### config.mk
export PLATFORM = sky130hd
export DESIGN_NAME = cct_ctrl_two
export DESIGN_NICKNAME = d
export VERILOG_FILES = /design/src/common/cct_pkg.sv /design/src/rtl/cct_pg_filter.sv /design/src/rtl/cct_ctrl_two.sv
export SDC_FILE = /design/constraint.sdc
export NUM_CORES = 1
export LEC_CHECK = 0
export ABC_AREA = 0
export BUFFER_PORTS_ARGS = -buffer_cell sky130_fd_sc_hd__clkbuf_2
export CAP_MARGIN = 20
export CORE_MARGIN = 2
export CORE_UTILIZATION = 54
export DETAILED_ROUTE_END_ITERATION = 16
export PLACE_DENSITY = 0.78
export SETUP_SLACK_MARGIN = 0.5
export SYNTH_ARGS = -nofsm -noshare
export SYNTH_HDL_FRONTEND = slang
export SYNTH_SLANG_ARGS = --single-unit
### constraint.sdc
create_clock -name clk -period 4.2 [get_ports clk]
set_input_delay 0.42 -clock clk [delete_from_list [all_inputs] [get_ports clk]]
set_output_delay 0.42 -clock clk [all_outputs]
set_load 0.03 [all_outputs]
### src/common/cct_pkg.sv
// shared constants for the second converter control register block
package cct_pkg;
	// clock
	localparam int CLK_MHZ = 250;

	// register map and field layout
	localparam logic [7:0] CTRL_TWO_OFS   = 8'h02;
	localparam int         PGD_LSB        = 6;
	localparam int         FREQ_LSB       = 4;
	localparam int         SSTOP_BIT      = 3;
	localparam int         ILIM_LSB       = 0;
	localparam logic [1:0] PGD_RESET      = 2'h3;
	localparam logic [1:0] FREQ_RESET     = 2'h0;
	localparam logic       SSTOP_RESET    = 1'b0;
	localparam logic [2:0] ILIM_RESET     = 3'h1;
	localparam logic [7:0] CTRL_TWO_RESET = {PGD_RESET, FREQ_RESET, SSTOP_RESET, ILIM_RESET};
	localparam logic [7:0] UNMAPPED_DATA  = 8'h00;

	// power-good filter delays in ns and derived cycle counts (least times, rounded up)
	localparam int PGD0_NS  = 900;
	localparam int PGD1_NS  = 6000;
	localparam int PGD2_NS  = 12000;
	localparam int PGD3_NS  = 30000;
	localparam int PGD0_CYC = (PGD0_NS * CLK_MHZ + 999) / 1000;
	localparam int PGD1_CYC = (PGD1_NS * CLK_MHZ + 999) / 1000;
	localparam int PGD2_CYC = (PGD2_NS * CLK_MHZ + 999) / 1000;
	localparam int PGD3_CYC = (PGD3_NS * CLK_MHZ + 999) / 1000;
	localparam int PGD_CNT_W = 13;

	// serial slave states
	typedef enum logic [6:0] {
		ST_IDLE = 7'b0000001,
		ST_ADDR = 7'b0000010,
		ST_AACK = 7'b0000100,
		ST_WR   = 7'b0001000,
		ST_WACK = 7'b0010000,
		ST_RD   = 7'b0100000,
		ST_RACK = 7'b1000000
	} cct_state_e;
endpackage

### src/rtl/cct_pg_filter.sv
// power-good deglitch filter with selectable delay
`timescale 1ns/10ps
`default_nettype none
module cct_pg_filter #(
	parameter int CNT_W  = cct_pkg::PGD_CNT_W,
	parameter int DLY0   = cct_pkg::PGD0_CYC,
	parameter int DLY1   = cct_pkg::PGD1_CYC,
	parameter int DLY2   = cct_pkg::PGD2_CYC,
	parameter int DLY3   = cct_pkg::PGD3_CYC
) (
	// clock and reset
	input  wire logic       clk,
	input  wire logic       rst_n,
	// control and status
	input  wire logic [1:0] delay_sel,
	input  wire logic       in_window,
	output logic            power_good_flag
);
	import cct_pkg::*;

	// elaboration check: every delay must be at least one cycle, and DLY3 alone is checked to fit the counter
	if (DLY0 < 1 || DLY1 < 1 || DLY2 < 1 || DLY3 < 1 || DLY3 >= (1 << CNT_W)) begin : g_bad_delay
		$error("cct_pg_filter: delay counts out of range");
	end

	logic [CNT_W-1:0] cnt_reg;
	logic [CNT_W-1:0] cnt_next;
	logic             flag_reg;
	logic             flag_next;
	logic [CNT_W-1:0] lim;

	//////////////////////////////////////////////////////////////////////////
	// delay select decode
	always_comb begin
		case (delay_sel)
			2'h0:    lim = CNT_W'(DLY0);
			2'h1:    lim = CNT_W'(DLY1);
			2'h2:    lim = CNT_W'(DLY2);
			default: lim = CNT_W'(DLY3);
		endcase
	end

	// flag moves only after a full delay of disagreement, either direction
	always_comb begin
		cnt_next  = '0;
		flag_next = flag_reg;
		if (in_window != flag_reg) begin
			if (cnt_reg >= lim - CNT_W'(1)) begin
				flag_next = in_window;
			end else begin
				cnt_next = cnt_reg + CNT_W'(1);
			end
		end
	end

	// a glitch shorter than the delay restarts the count, so it never reaches the pin
	always_ff @(posedge clk or negedge rst_n) begin
		if (!rst_n) begin
			cnt_reg  <= '0;
			flag_reg <= 1'b0;
		end else begin
			cnt_reg  <= cnt_next;
			flag_reg <= flag_next;
		end
	end

	assign power_good_flag = flag_reg;

	//////////////////////////////////////////////////////////////////////////
	chk_pg_change_after_delay: assert property (@(posedge clk) disable iff (!rst_n)
		$changed(flag_reg) |-> ($past(cnt_reg) >= $past(lim) - CNT_W'(1)) && $past(in_window != flag_reg))
		else $error("power good changed before its delay ran out");

	chk_pg_hold_when_agree: assert property (@(posedge clk) disable iff (!rst_n)
		(in_window == flag_reg) |=> $stable(flag_reg) && (cnt_reg == '0))
		else $error("power good moved while input agreed");

	chk_pg_delay_select: assert property (@(posedge clk) disable iff (!rst_n)
		(delay_sel == 2'h3) |-> (lim == CNT_W'(DLY3)))
		else $error("longest delay code does not select longest delay");
endmodule
`default_nettype wire

### src/rtl/cct_ctrl_two.sv
// second converter control register with serial slave and power-good filter
`timescale 1ns/10ps
`default_nettype none
module cct_ctrl_two #(
	parameter logic [6:0] DEV_ADDR  = 7'h20,
	parameter int         PGD3_CYCLES = cct_pkg::PGD3_CYC
) (
	// clock and reset
	input  wire logic       clk,
	input  wire logic       rst_n,
	// serial bus pins, data is open drain
	input  wire logic       scl_i,
	input  wire logic       sda_i,
	output logic            sda_o,
	output logic            sda_oe,
	// converter status pins
	input  wire logic       fb_in_window,
	input  wire logic       converter_enable,
	// decoded settings to the power stage
	output logic [1:0]      freq_sel,
	output logic [2:0]      valley_limit_sel,
	output logic            soft_stop_active,
	// open-drain power good pin
	output logic            power_good_flag,
	output logic            pg_o,
	output logic            pg_oe
);
	import cct_pkg::*;

	// read data for a pointer, used at address ack and each read reload
	function automatic logic [7:0] read_data(input logic [7:0] p, input logic [7:0] r);
		read_data = (p == CTRL_TWO_OFS) ? r : UNMAPPED_DATA;
	endfunction

	//////////////////////////////////////////////////////////////////////////
	// pin synchronisers; third stage only feeds edge detection
	logic [2:0] scl_sh;
	logic [2:0] sda_sh;
	logic [1:0] fb_sh;
	logic [1:0] en_sh;
	always_ff @(posedge clk or negedge rst_n) begin
		if (!rst_n) begin
			scl_sh <= 3'h7;
			sda_sh <= 3'h7;
			fb_sh  <= 2'h0;
			en_sh  <= 2'h0;
		end else begin
			scl_sh <= {scl_sh[1:0], scl_i};
			sda_sh <= {sda_sh[1:0], sda_i};
			fb_sh  <= {fb_sh[0], fb_in_window};
			en_sh  <= {en_sh[0], converter_enable};
		end
	end

	logic scl_rise;
	logic scl_fall;
	logic bus_start;
	logic bus_stop;
	logic sda_s;
	assign sda_s     = sda_sh[1];
	assign scl_rise  = scl_sh[1] & ~scl_sh[2];
	assign scl_fall  = ~scl_sh[1] & scl_sh[2];
	assign bus_start = scl_sh[1] & scl_sh[2] & sda_sh[2] & ~sda_sh[1];
	assign bus_stop  = scl_sh[1] & scl_sh[2] & ~sda_sh[2] & sda_sh[1];

	//////////////////////////////////////////////////////////////////////////
	// serial slave and register state
	cct_state_e state_reg, state_next;
	logic [3:0] bit_reg, bit_next;
	logic [7:0] shift_reg, shift_next;
	logic [7:0] ptr_reg, ptr_next;
	logic [7:0] ctrl_reg, ctrl_next;
	logic       rw_reg, rw_next;
	logic       have_ptr_reg, have_ptr_next;
	logic       oe_reg, oe_next;
	logic       written_reg, written_next;

	// readback word for the current pointer, shared by first load and reloads
	logic [7:0] rd_word;
	assign rd_word = read_data(ptr_reg, ctrl_reg);

	// next-state: sample on scl rise, drive on scl fall; start and stop override all
	always_comb begin
		state_next    = state_reg;
		bit_next      = bit_reg;
		shift_next    = shift_reg;
		ptr_next      = ptr_reg;
		ctrl_next     = ctrl_reg;
		rw_next       = rw_reg;
		have_ptr_next = have_ptr_reg;
		oe_next       = oe_reg;
		written_next  = written_reg;
		if (bus_start) begin
			state_next    = ST_ADDR;
			bit_next      = 4'h0;
			have_ptr_next = 1'b0;
			oe_next       = 1'b0;
		end else if (bus_stop) begin
			state_next = ST_IDLE;
			oe_next    = 1'b0;
		end else if (scl_rise) begin
			case (state_reg)
				ST_ADDR, ST_WR: begin
					shift_next = {shift_reg[6:0], sda_s};
					bit_next   = bit_reg + 4'h1;
				end
				ST_RD: bit_next = bit_reg + 4'h1;
				ST_RACK: begin
					if (sda_s) state_next = ST_IDLE; // not acknowledged: stop sending
				end
				default: ;
			endcase
		end else if (scl_fall) begin
			case (state_reg)
				ST_ADDR: begin
					if (bit_reg == 4'h8) begin
						if (shift_reg[7:1] == DEV_ADDR) begin
							state_next = ST_AACK;
							rw_next    = shift_reg[0];
							oe_next    = 1'b1;
						end else begin
							state_next = ST_IDLE;
						end
					end
				end
				ST_AACK: begin
					bit_next = 4'h0;
					if (rw_reg) begin
						shift_next = rd_word;
						oe_next    = ~rd_word[7];
						state_next = ST_RD;
					end else begin
						oe_next    = 1'b0;
						state_next = ST_WR;
					end
				end
				ST_WR: begin
					if (bit_reg == 4'h8) begin
						oe_next    = 1'b1;
						state_next = ST_WACK;
						if (!have_ptr_reg) begin
							ptr_next      = shift_reg;
							have_ptr_next = 1'b1;
						end else if (ptr_reg == CTRL_TWO_OFS) begin
							ctrl_next    = shift_reg;
							written_next = 1'b1;
						end
					end
				end
				ST_WACK: begin
					oe_next    = 1'b0;
					bit_next   = 4'h0;
					state_next = ST_WR;
				end
				ST_RD: begin
					if (bit_reg == 4'h8) begin
						oe_next    = 1'b0;
						state_next = ST_RACK;
					end else begin
						shift_next = {shift_reg[6:0], 1'b0};
						oe_next    = ~shift_reg[6];
					end
				end
				ST_RACK: begin
					// repeated reads return the same register
					shift_next = rd_word;
					oe_next    = ~rd_word[7];
					bit_next   = 4'h0;
					state_next = ST_RD;
				end
				default: state_next = ST_IDLE;
			endcase
		end
	end

	always_ff @(posedge clk or negedge rst_n) begin
		if (!rst_n) begin
			state_reg    <= ST_IDLE;
			bit_reg      <= 4'h0;
			shift_reg    <= 8'h00;
			ptr_reg      <= 8'h00;
			ctrl_reg     <= CTRL_TWO_RESET;
			rw_reg       <= 1'b0;
			have_ptr_reg <= 1'b0;
			oe_reg       <= 1'b0;
			written_reg  <= 1'b0;
		end else begin
			state_reg    <= state_next;
			bit_reg      <= bit_next;
			shift_reg    <= shift_next;
			ptr_reg      <= ptr_next;
			ctrl_reg     <= ctrl_next;
			rw_reg       <= rw_next;
			have_ptr_reg <= have_ptr_next;
			oe_reg       <= oe_next;
			written_reg  <= written_next;
		end
	end

	assign sda_o  = 1'b0;
	assign sda_oe = oe_reg;

	//////////////////////////////////////////////////////////////////////////
	// registered settings; highest frequency code passed as written, the host owns on-time limits
	logic [1:0] freq_reg, freq_next;
	logic [2:0] ilim_reg, ilim_next;
	logic       sstop_reg, sstop_next;
	always_comb begin
		freq_next  = ctrl_reg[FREQ_LSB +: 2];
		ilim_next  = ctrl_reg[ILIM_LSB +: 3];
		// ramp down only while shut down and soft stop chosen
		sstop_next = ctrl_reg[SSTOP_BIT] & ~en_sh[1];
	end

	always_ff @(posedge clk or negedge rst_n) begin
		if (!rst_n) begin
			freq_reg  <= FREQ_RESET;
			ilim_reg  <= ILIM_RESET;
			sstop_reg <= 1'b0;
		end else begin
			freq_reg  <= freq_next;
			ilim_reg  <= ilim_next;
			sstop_reg <= sstop_next;
		end
	end

	assign freq_sel         = freq_reg;
	assign valley_limit_sel = ilim_reg;
	assign soft_stop_active = sstop_reg;

	//////////////////////////////////////////////////////////////////////////
	// deglitch filter on the synchronised window comparator
	cct_pg_filter #(
		.CNT_W (PGD_CNT_W),
		.DLY0  (PGD0_CYC),
		.DLY1  (PGD1_CYC),
		.DLY2  (PGD2_CYC),
		.DLY3  (PGD3_CYCLES)
	) u_pg_filter (
		.clk             (clk),
		.rst_n           (rst_n),
		.delay_sel       (ctrl_reg[PGD_LSB +: 2]),
		.in_window       (fb_sh[1]),
		.power_good_flag (power_good_flag)
	);

	// pin pulled low whenever power is not good
	assign pg_o  = 1'b0;
	assign pg_oe = ~power_good_flag;

	//////////////////////////////////////////////////////////////////////////
	chk_reset_defaults: assert property (@(posedge clk) disable iff (!rst_n)
		!written_reg |-> (ctrl_reg == CTRL_TWO_RESET))
		else $error("register left its defaults without a write");

	chk_write_stores: assert property (@(posedge clk) disable iff (!rst_n)
		(scl_fall && !bus_start && !bus_stop && state_reg == ST_WR && bit_reg == 4'h8
			&& have_ptr_reg && ptr_reg == CTRL_TWO_OFS) |=> (ctrl_reg == $past(shift_reg)))
		else $error("write data not stored");

	chk_read_load: assert property (@(posedge clk) disable iff (!rst_n)
		(state_reg == ST_AACK && state_next == ST_RD && ptr_reg == CTRL_TWO_OFS)
			|=> (shift_reg == $past(ctrl_reg)) && (sda_oe == ~$past(ctrl_reg[7])))
		else $error("readback does not present stored value");

	chk_freq_follow: assert property (@(posedge clk) disable iff (!rst_n)
		$changed(ctrl_reg[FREQ_LSB +: 2]) |=> ##[0:1] (freq_sel == ctrl_reg[FREQ_LSB +: 2]))
		else $error("frequency select did not follow register");

	chk_ilim_follow: assert property (@(posedge clk) disable iff (!rst_n)
		##1 (valley_limit_sel == $past(ctrl_reg[ILIM_LSB +: 3])))
		else $error("current limit select did not follow register");

	chk_soft_stop: assert property (@(posedge clk) disable iff (!rst_n)
		soft_stop_active |-> $past(ctrl_reg[SSTOP_BIT]) && !$past(en_sh[1]))
		else $error("soft stop active without setting and shutdown");
endmodule
`default_nettype wire

==> results of run 1 <==
where the power goes:
part / switching (uW) / leakage [uW] / internal, uW / total, uW
combinational: 60.7 / 0.000896 / 33.6 / 94.3
clock: 251 / 0.000121 / 397 / 647
sequential: 14.6 / 0.000899 / 672 / 686
total: 326 / 0.00192 / 1100 / 1430
cells in the final DEF (no fill, tap or decap), drive strengths merged, types with 3 or more instances in the layout:
| cell | Yosys | layout |
|---|---|---|
| clkbuf | 10 | 23 |
| buf | 6 | 5 |
| nor2 | 19 | 19 |
| a21o | 3 | 3 |
| nor3 | 19 | 19 |
| xnor2 | 6 | 6 |
| mux2 | 26 | 26 |
| dfstp | 11 | 11 |
| nand2 | 38 | 38 |
| nand3b | 4 | 4 |
| and2 | 3 | 3 |
| nor2b | 4 | 4 |
| nor4 | 6 | 6 |
| inv | 17 | 18 |
| nand2b | 3 | 3 |
| bufinv | 0 | 3 |
| nor4b | 4 | 4 |
| ha | 26 | 26 |
| o21ai | 23 | 23 |
| a31oi | 3 | 3 |
| mux2i | 3 | 3 |
| and3b | 4 | 4 |
| nand3 | 11 | 11 |
| xor2 | 10 | 10 |
| nand4 | 9 | 9 |
| a21oi | 10 | 10 |
| o2111ai | 4 | 4 |
| dfrtp | 57 | 57 |
per-stage QoR:
| stage | total power, uW | hold WS, ps |
|---|---|---|
| finish | 1430 | 51.3 |
| global route | 1480 | 94.1 |
| CTS | 1440 | 69.6 |
| detailed placement | 792 | 341 |
| global placement | 790 | 334 |
| floorplan | 759 | 124 |
layer usage:
metal / part of all wire [%] / vias up / global-route usage (%)
li1: - / 1314 / -
met1: 46 / 1269 / 26.3
met2: 47 / 79 / 32.8
met3: 3.4 / 28 / 3.89
met4: 3.9 / 0 / 11.9
met5: 0 / - / 0
final cells by class:
cell class	count	area [sq um]	share of cell area, %
Multi-Input combinational cell	261	1890	46.0
Sequential cell	68	1720	41.7
Clock buffer	10	128	3.10
Clock inverter	6	113	2.74
Timing Repair Buffer	18	100	2.43
Tap cell	80	100	2.43
Inverter	17	63.8	1.55
path summary, 6_finish.rpt:
check	startpoint	end	slack, ps	depth (start not counted)
min in group clk	sda_i	sda_sh[0]$_DFF_PN1_	150	1
worst max-delay path	scl_sh[1]$_DFF_PN1_	bit_reg[2]$_DFFE_PN0P_	1680	6
worst min register to register	fb_sh[0]$_DFF_PN0_	fb_sh[1]$_DFF_PN0_	350	0
max in group asynchronous	rst_n	ctrl_reg[7]$_DFFE_PN1P_	3180	2
worst max register to register	scl_sh[1]$_DFF_PN1_	bit_reg[2]$_DFFE_PN0P_	1680	6
worst min-delay path	rst_n	u_pg_filter.cnt_reg[3]$_DFF_PN0_	50	1
kinds of logic (layout without fill, tap and decap cells):
family / Yosys count / after routing / share of synthesized area, %
AND/OR/NAND/NOR: 133 / 133 / 19.3
flip-flops: 68 / 68 / 45.7
AO/OA/AOI/OAI: 55 / 55 / 9.14
buffers and inverters: 33 / 51 / 3.97
multiplexers: 29 / 29 / 9.40
adder cells (fa/ha/maj): 26 / 26 / 8.67
XOR/XNOR: 16 / 16 / 3.73
other: 1 / 2 / 0.0999
==> metrics.md, run 1 <==
| Metric | Value |
|---|---|
| DR DRC count | `0` |
| Worst-margin pin slew | `623 ps` |
| Post-synthesis sequential area ratio | `45.7%` |
| Post-synth top area share | `38.0%` |
| Remaining global-route overflow | `0` |
| DR vias/cell | `5.85` |
| Max Freq | `396 MHz` |
| Final core occ | `60.9%` |
| Fin. max-slew vios | `0` |
| Outcome | `completed` |
| Unrepaired setup endpoints after global routing | `false` |
| Ys flop type | `dfrtp_1` |
| Initial antenna violation count | `0` |
| Crit-path cells | `ha_1, nor2b_1, o2111ai_1, a31oi_1, o21ai_0, a21o_1` |
| Core box area | `0.00676 sq mm` |
| Synth Register Bits | `68` |
| Worst setup SP type | `flip-flop` |
| Starting density of the core | `55.5%` |
| PwrDens | `347 mW/mm^2` |
| # rows | `30` |
| # Post-CTS Setup Buffers | `0` |
| Placed inst area | `0.00387 sq mm` |
| CP arrival | `2760 ps` |
| CP max stage cell | `dfstp_2` |
| Post-cts sizing count | `0` |
| Fin Clk Skew | `16.1 ps` |
| Final period utilization | `60.1%` |
| CP max stage delay | `560 ps` |
| Crit Path Class | `reg2reg` |
| Antenna Cells | `0` |
| Most common cell in the synthesized netlist | `dfrtp_1` |
| Ys Warns | `0` |
| Placed Cells | `444` |
| # setup viols final | `0` |
| Gr usage total | `20.6%` |
| CTS tree | `yes` |
| Die width | `87.4 um` |
| Cell taking the most area after synthesis | `dfrtp_1` |
| CP Buf/Inv Count | `0` |
| Non-Filler Instances | `460` |
| Detailed Route WL | `7240 um` |
| Total vias in the final route | `2690` |
| Min-delay worst type | `in2async` |
| # H-tree levels | `3` |
| Worst path top cell family by delay | `compound AO/OA/AOI/OAI gates` |
| Ranking of synthesized cells by area | `dfrtp_1, ha_1, dfstp_2` |
| Largest register FFs | `13` |
| Peak supply drop | `0.000278 V` |
| TritonRoute pass-1 iters | `4` |
| Syn Std Cell Area | `0.00375 sq mm` |
| Post-synth EDFFs | `0` |
| DR WL/cell | `15.7 um` |
| Total die area | `0.00763 sq mm` |
| Post-synth ARST share | `100%` |
| Final Wtd Congestion | `0.979` |
| Req. time, crit path | `4440 ps` |
| Largest net degree at the start of global routing | `45` |
| I/O pins | `17` |
| Syn avg cell area | `10.4 sq um` |
| Setup TNS | `0 ps` |
| Cts hold-fix bufs | `0` |
| Clk_lat worst skew | `350 ps` |
| Number of global-route vias before repair | `2650` |
| Place WS | `1740 ps` |
| Maximum capacitance violations | `0` |
| I/O Buffers | `14` |
| DR iter-0 viols | `98` |
| CTS Buf Count | `9` |
| Critical path fanouts, max | `14` |
| Syn-to-layout area delta | `9.57%` |
| Clk slew on worst S/H paths | `90 ps` |
| Rel. slew slack | `57.9%` |
| Sink Count | `68` |
| Clk Tree Root Cell | `clkbuf_8` |
| Fin area | `0.00411 sq mm` |
| Leakage | `0.00192 uW` |
| Die height | `87.4 um` |
| Critical path endpoint category | `flip-flop` |
| Final worst setup slack | `1680 ps` |
| Antenna-violating nets left | `0` |
| Syn Inst Count | `361` |
| First-pass GRT wire length | `12200 um` |
| Max Root-Sink Buffers | `2` |
| FILL cells | `522` |
| Synth top cells by count | `dfrtp_1, nand2_1, ha_1` |
| Fin. Hold Viols | `0` |
| Synth unique cells | `51` |
| NumNets Final | `407` |
| Share of cells above drive strength 1 | `20.3%` |
| Detail Placement HPWL | `5110 um` |
| Fin crit period | `2520 ps` |
Note: power is estimated with default switching activity, not from simulation.
==> run 2: changes to the inputs <==
clock period = 2.4 ns   (was 4.2 ns; I/O delays follow)
==> metrics.md, run 2 (synthesis results as in run 1) <==
| Metric | Value |
|---|---|
| Outcome | `completed` |
| Sw frac | `27.5% (+4.6 points)` |
| DR DRC count | `0 (unchanged)` |
| Crit Path Class | `reg2reg` |
| Remaining global-route overflow | `0 (unchanged)` |
| Peak supply drop | `0.000450 V (+62%)` |
| CP max stage cell | `dfstp_2` |
| Fin crit period | `2320 ps (-200 ps)` |
| Detailed Route WL | `10500 um (+45%)` |
| Total die area | `0.00763 sq mm (unchanged)` |
| Total vias in the final route | `3222 (+20%)` |
| CP startpoint | `ctrl_reg[7]$_DFFE_PN1P_` |
| Maximum capacitance violations | `0 (unchanged)` |
| Placed inst area | `0.00419 sq mm (+8.2%)` |
| Starting density of the core | `55.5% (unchanged)` |
| Fin area | `0.00514 sq mm (+25%)` |
| Largest net degree at the start of global routing | `33 (-27%)` |
| Rel. slew slack | `58.9% (+0.98 points)` |
| I/O pins | `17 (unchanged)` |
| Fin. Hold Viols | `0 (unchanged)` |
| Gr usage total | `26.5% (+5.9 points)` |
| Hold slack | `359 ps (+308 ps)` |
| Number of global-route vias before repair | `3175 (+20%)` |
| Non-Filler Instances | `517 (+12%)` |
| Die height | `87.4 um (unchanged)` |
| Worst setup SP type | `flip-flop` |
| First-pass GRT wire length | `15400 um (+26%)` |
| Syn-to-layout area delta | `37.1%` |
| DR iter-0 viols | `209 (+110%)` |
| Share of cells above drive strength 1 | `46.2% (+26 points)` |
| Placed Cells | `461 (+3.8%)` |
| NumNets Final | `464 (+14%)` |
| Critical path fanouts, max | `5 (-9)` |
| Clock network power share | `38.9% (-6.4 points)` |
| Clk_lat worst skew | `360 ps (about the same)` |
| Die width | `87.4 um (unchanged)` |
| Sink Count | `68 (unchanged)` |
| # rows | `30 (unchanged)` |
| DR WL/cell | `20.3 um (+29%)` |
| Total net switching power | `683 uW (+110%)` |
| Antenna-violating nets left | `0 (unchanged)` |
| R2r setup slk | `80 ps (-1600 ps)` |
| DR vias/cell | `6.23 (+6.6%)` |
| Critical R2R Launch | `ctrl_reg[7]$_DFFE_PN1P_` |
| Clk Tree Root Cell | `clkbuf_8` |
| Most frequent cells in the layout | `dfrtp_1, buf_4, nand2_1, mux2_4, ha_1` |
| CP arrival | `2630 ps (-130 ps)` |
| Max Freq | `430 MHz (+8.6%)` |
| Min-delay worst type | `reg2reg` |
| # H-tree levels | `3 (unchanged)` |
| Final period utilization | `96.8% (+37 points)` |
| Sequential fraction of design power | `48.5% (+0.4 points)` |
| CP max stage delay | `590 ps (+30 ps)` |
| I/O Buffers | `14 (unchanged)` |
| CTS Buf Count | `9 (unchanged)` |
| CTS tree | `yes` |
| Fin. max-slew vios | `0 (unchanged)` |
| Crit-path cells | `inv_2, ha_4, xor2_2, ha_1, a21o_1, a21oi_2, o21a_1, buf_4, or4_1, nand3_1` |
| Clk slew on worst S/H paths | `80 ps (about the same)` |
| # setup viols final | `0 (unchanged)` |
| TritonRoute pass-1 iters | `5 (+1)` |
| Largest register FFs | `13 (unchanged)` |
| Core box area | `0.00676 sq mm (unchanged)` |
| Critical Path End | `u_pg_filter.power_good_flag$_DFFE_PN0P_` |
| R2R cell count | `10 (+4)` |
| Leakage | `0.00233 uW (+21%)` |
| Initial antenna violation count | `0 (unchanged)` |
| PwrDens | `484 mW/mm^2 (+39%)` |
| Max Root-Sink Buffers | `2 (unchanged)` |
| Final Wtd Congestion | `0.892 (-8.9%)` |
| Most common cell after layout, fill and taps aside | `dfrtp_1` |
| Antenna Cells | `0 (unchanged)` |
| Critical path endpoint category | `flip-flop` |
| Fin Clk Skew | `10.6 ps (-5.49 ps)` |
| Comb pwr share | `12.6% (+6.0 points)` |
| Req. time, crit path | `2700 ps (-1740 ps)` |
| Reg2reg end | `u_pg_filter.power_good_flag$_DFFE_PN0P_` |
| Detail Placement HPWL | `5730 um (+12%)` |
| Worst-margin pin slew | `617 ps (-5.86 ps)` |
| Unrepaired setup endpoints after global routing | `true` |
| Int Power | `1810 uW (+64%)` |
run 2: changes by cell type in the layout (fill, tap and decap cells not counted), sizes merged:
| cell | delta |
|---|---|
| bufinv | -2 |
| clkbuf | -1 |
| dlygate4sd3 | +5 |
| clkinv | +3 |
| buf | +52 |
run 2: cell type report:
type                            instances  area [sq um]
Timing Repair Buffer                   75           649
Tap cell                               80           100
Multi-Input combinational cell        261          2410
Clock buffer                            9           124
Clock inverter                          7          75.1
Fill cell                             404          1610
Sequential cell                        68          1720
Inverter                               17          66.3
run 2: worst max-delay path: cells and delay by family, from the launching register on:
family,cells,cell delay (ps)
AND/OR/NAND/NOR,2,480
buffers and inverters,2,220
XOR/XNOR,1,160
adder cells (fa/ha/maj),2,480
flip-flops,1,590
AO/OA/AOI/OAI,3,320
run 2: how the worst min path moves through the flow:
| stage | start | to | slack [ps] | cells after the start |
|---|---|---|---|---|
| after global routing | sda_sh[0]$_DFF_PN1_ | sda_sh[1]$_DFF_PN1_ | 360 | 0 |
| after detailed placement | rst_n | u_pg_filter.power_good_flag$_DFFE_PN0P_ | 290 | 1 |
| final | en_sh[0]$_DFF_PN0_ | en_sh[1]$_DFF_PN0_ | 360 | 0 |
| after CTS | sda_sh[0]$_DFF_PN1_ | sda_sh[1]$_DFF_PN1_ | 360 | 0 |
| after global placement | rst_n | u_pg_filter.power_good_flag$_DFFE_PN0P_ | 280 | 1 |
| after floorplan | rst_n | bit_reg[0]$_DFFE_PN0P_ | -60 | 0 |
run 2: routing by layer:
metal | up-vias | routed length, um | GRT usage (%)
met3 | 67 | 549 | 8.34
met2 | 156 | 5240 | 44.5
met1 | 1574 | 4030 | 30.6
li1 | 1425 | - | -
met4 | 0 | 675 | 12.7
met5 | - | 0 | 0
run 2: through the flow:
step / total power [uW] / util [%] / TNS [ps] / setup WS [ps]
2_1_floorplan: 1340 / - / 0 / 312
3_3_place_gp: 1410 / 62.0 / -2510 / -241
3_5_place_dp: 1420 / 62.0 / -4230 / -386
4_1_cts: 2450 / 72.7 / 0 / 104
5_1_grt: 2580 / 76.1 / 0 / 12.5
6_report: 2490 / 76.1 / 0 / 76.2
run 2: what timing repair did:
| action | CTS | global route |
|---|---|---|
| hold endpoints to repair | 26 | 0 |
| setup endpoints to repair | 50 | 51 |
| buffers inserted | 28 | 6 |
| gates cloned | 0 | 1 |
| resized for setup | 51 | 45 |
| pin swaps | 18 | 21 |
| hold buffers | 5 | 0 |
run 2: power groups by stage:
stage	clock network [uW]	registers, uW	logic, uW
2_1_floorplan	0	1210	128
3_3_place_gp	0	1220	188
3_5_place_dp	0	1220	196
4_1_cts	980	1210	267
5_1_grt	1040	1210	336
6_report	968	1210	313
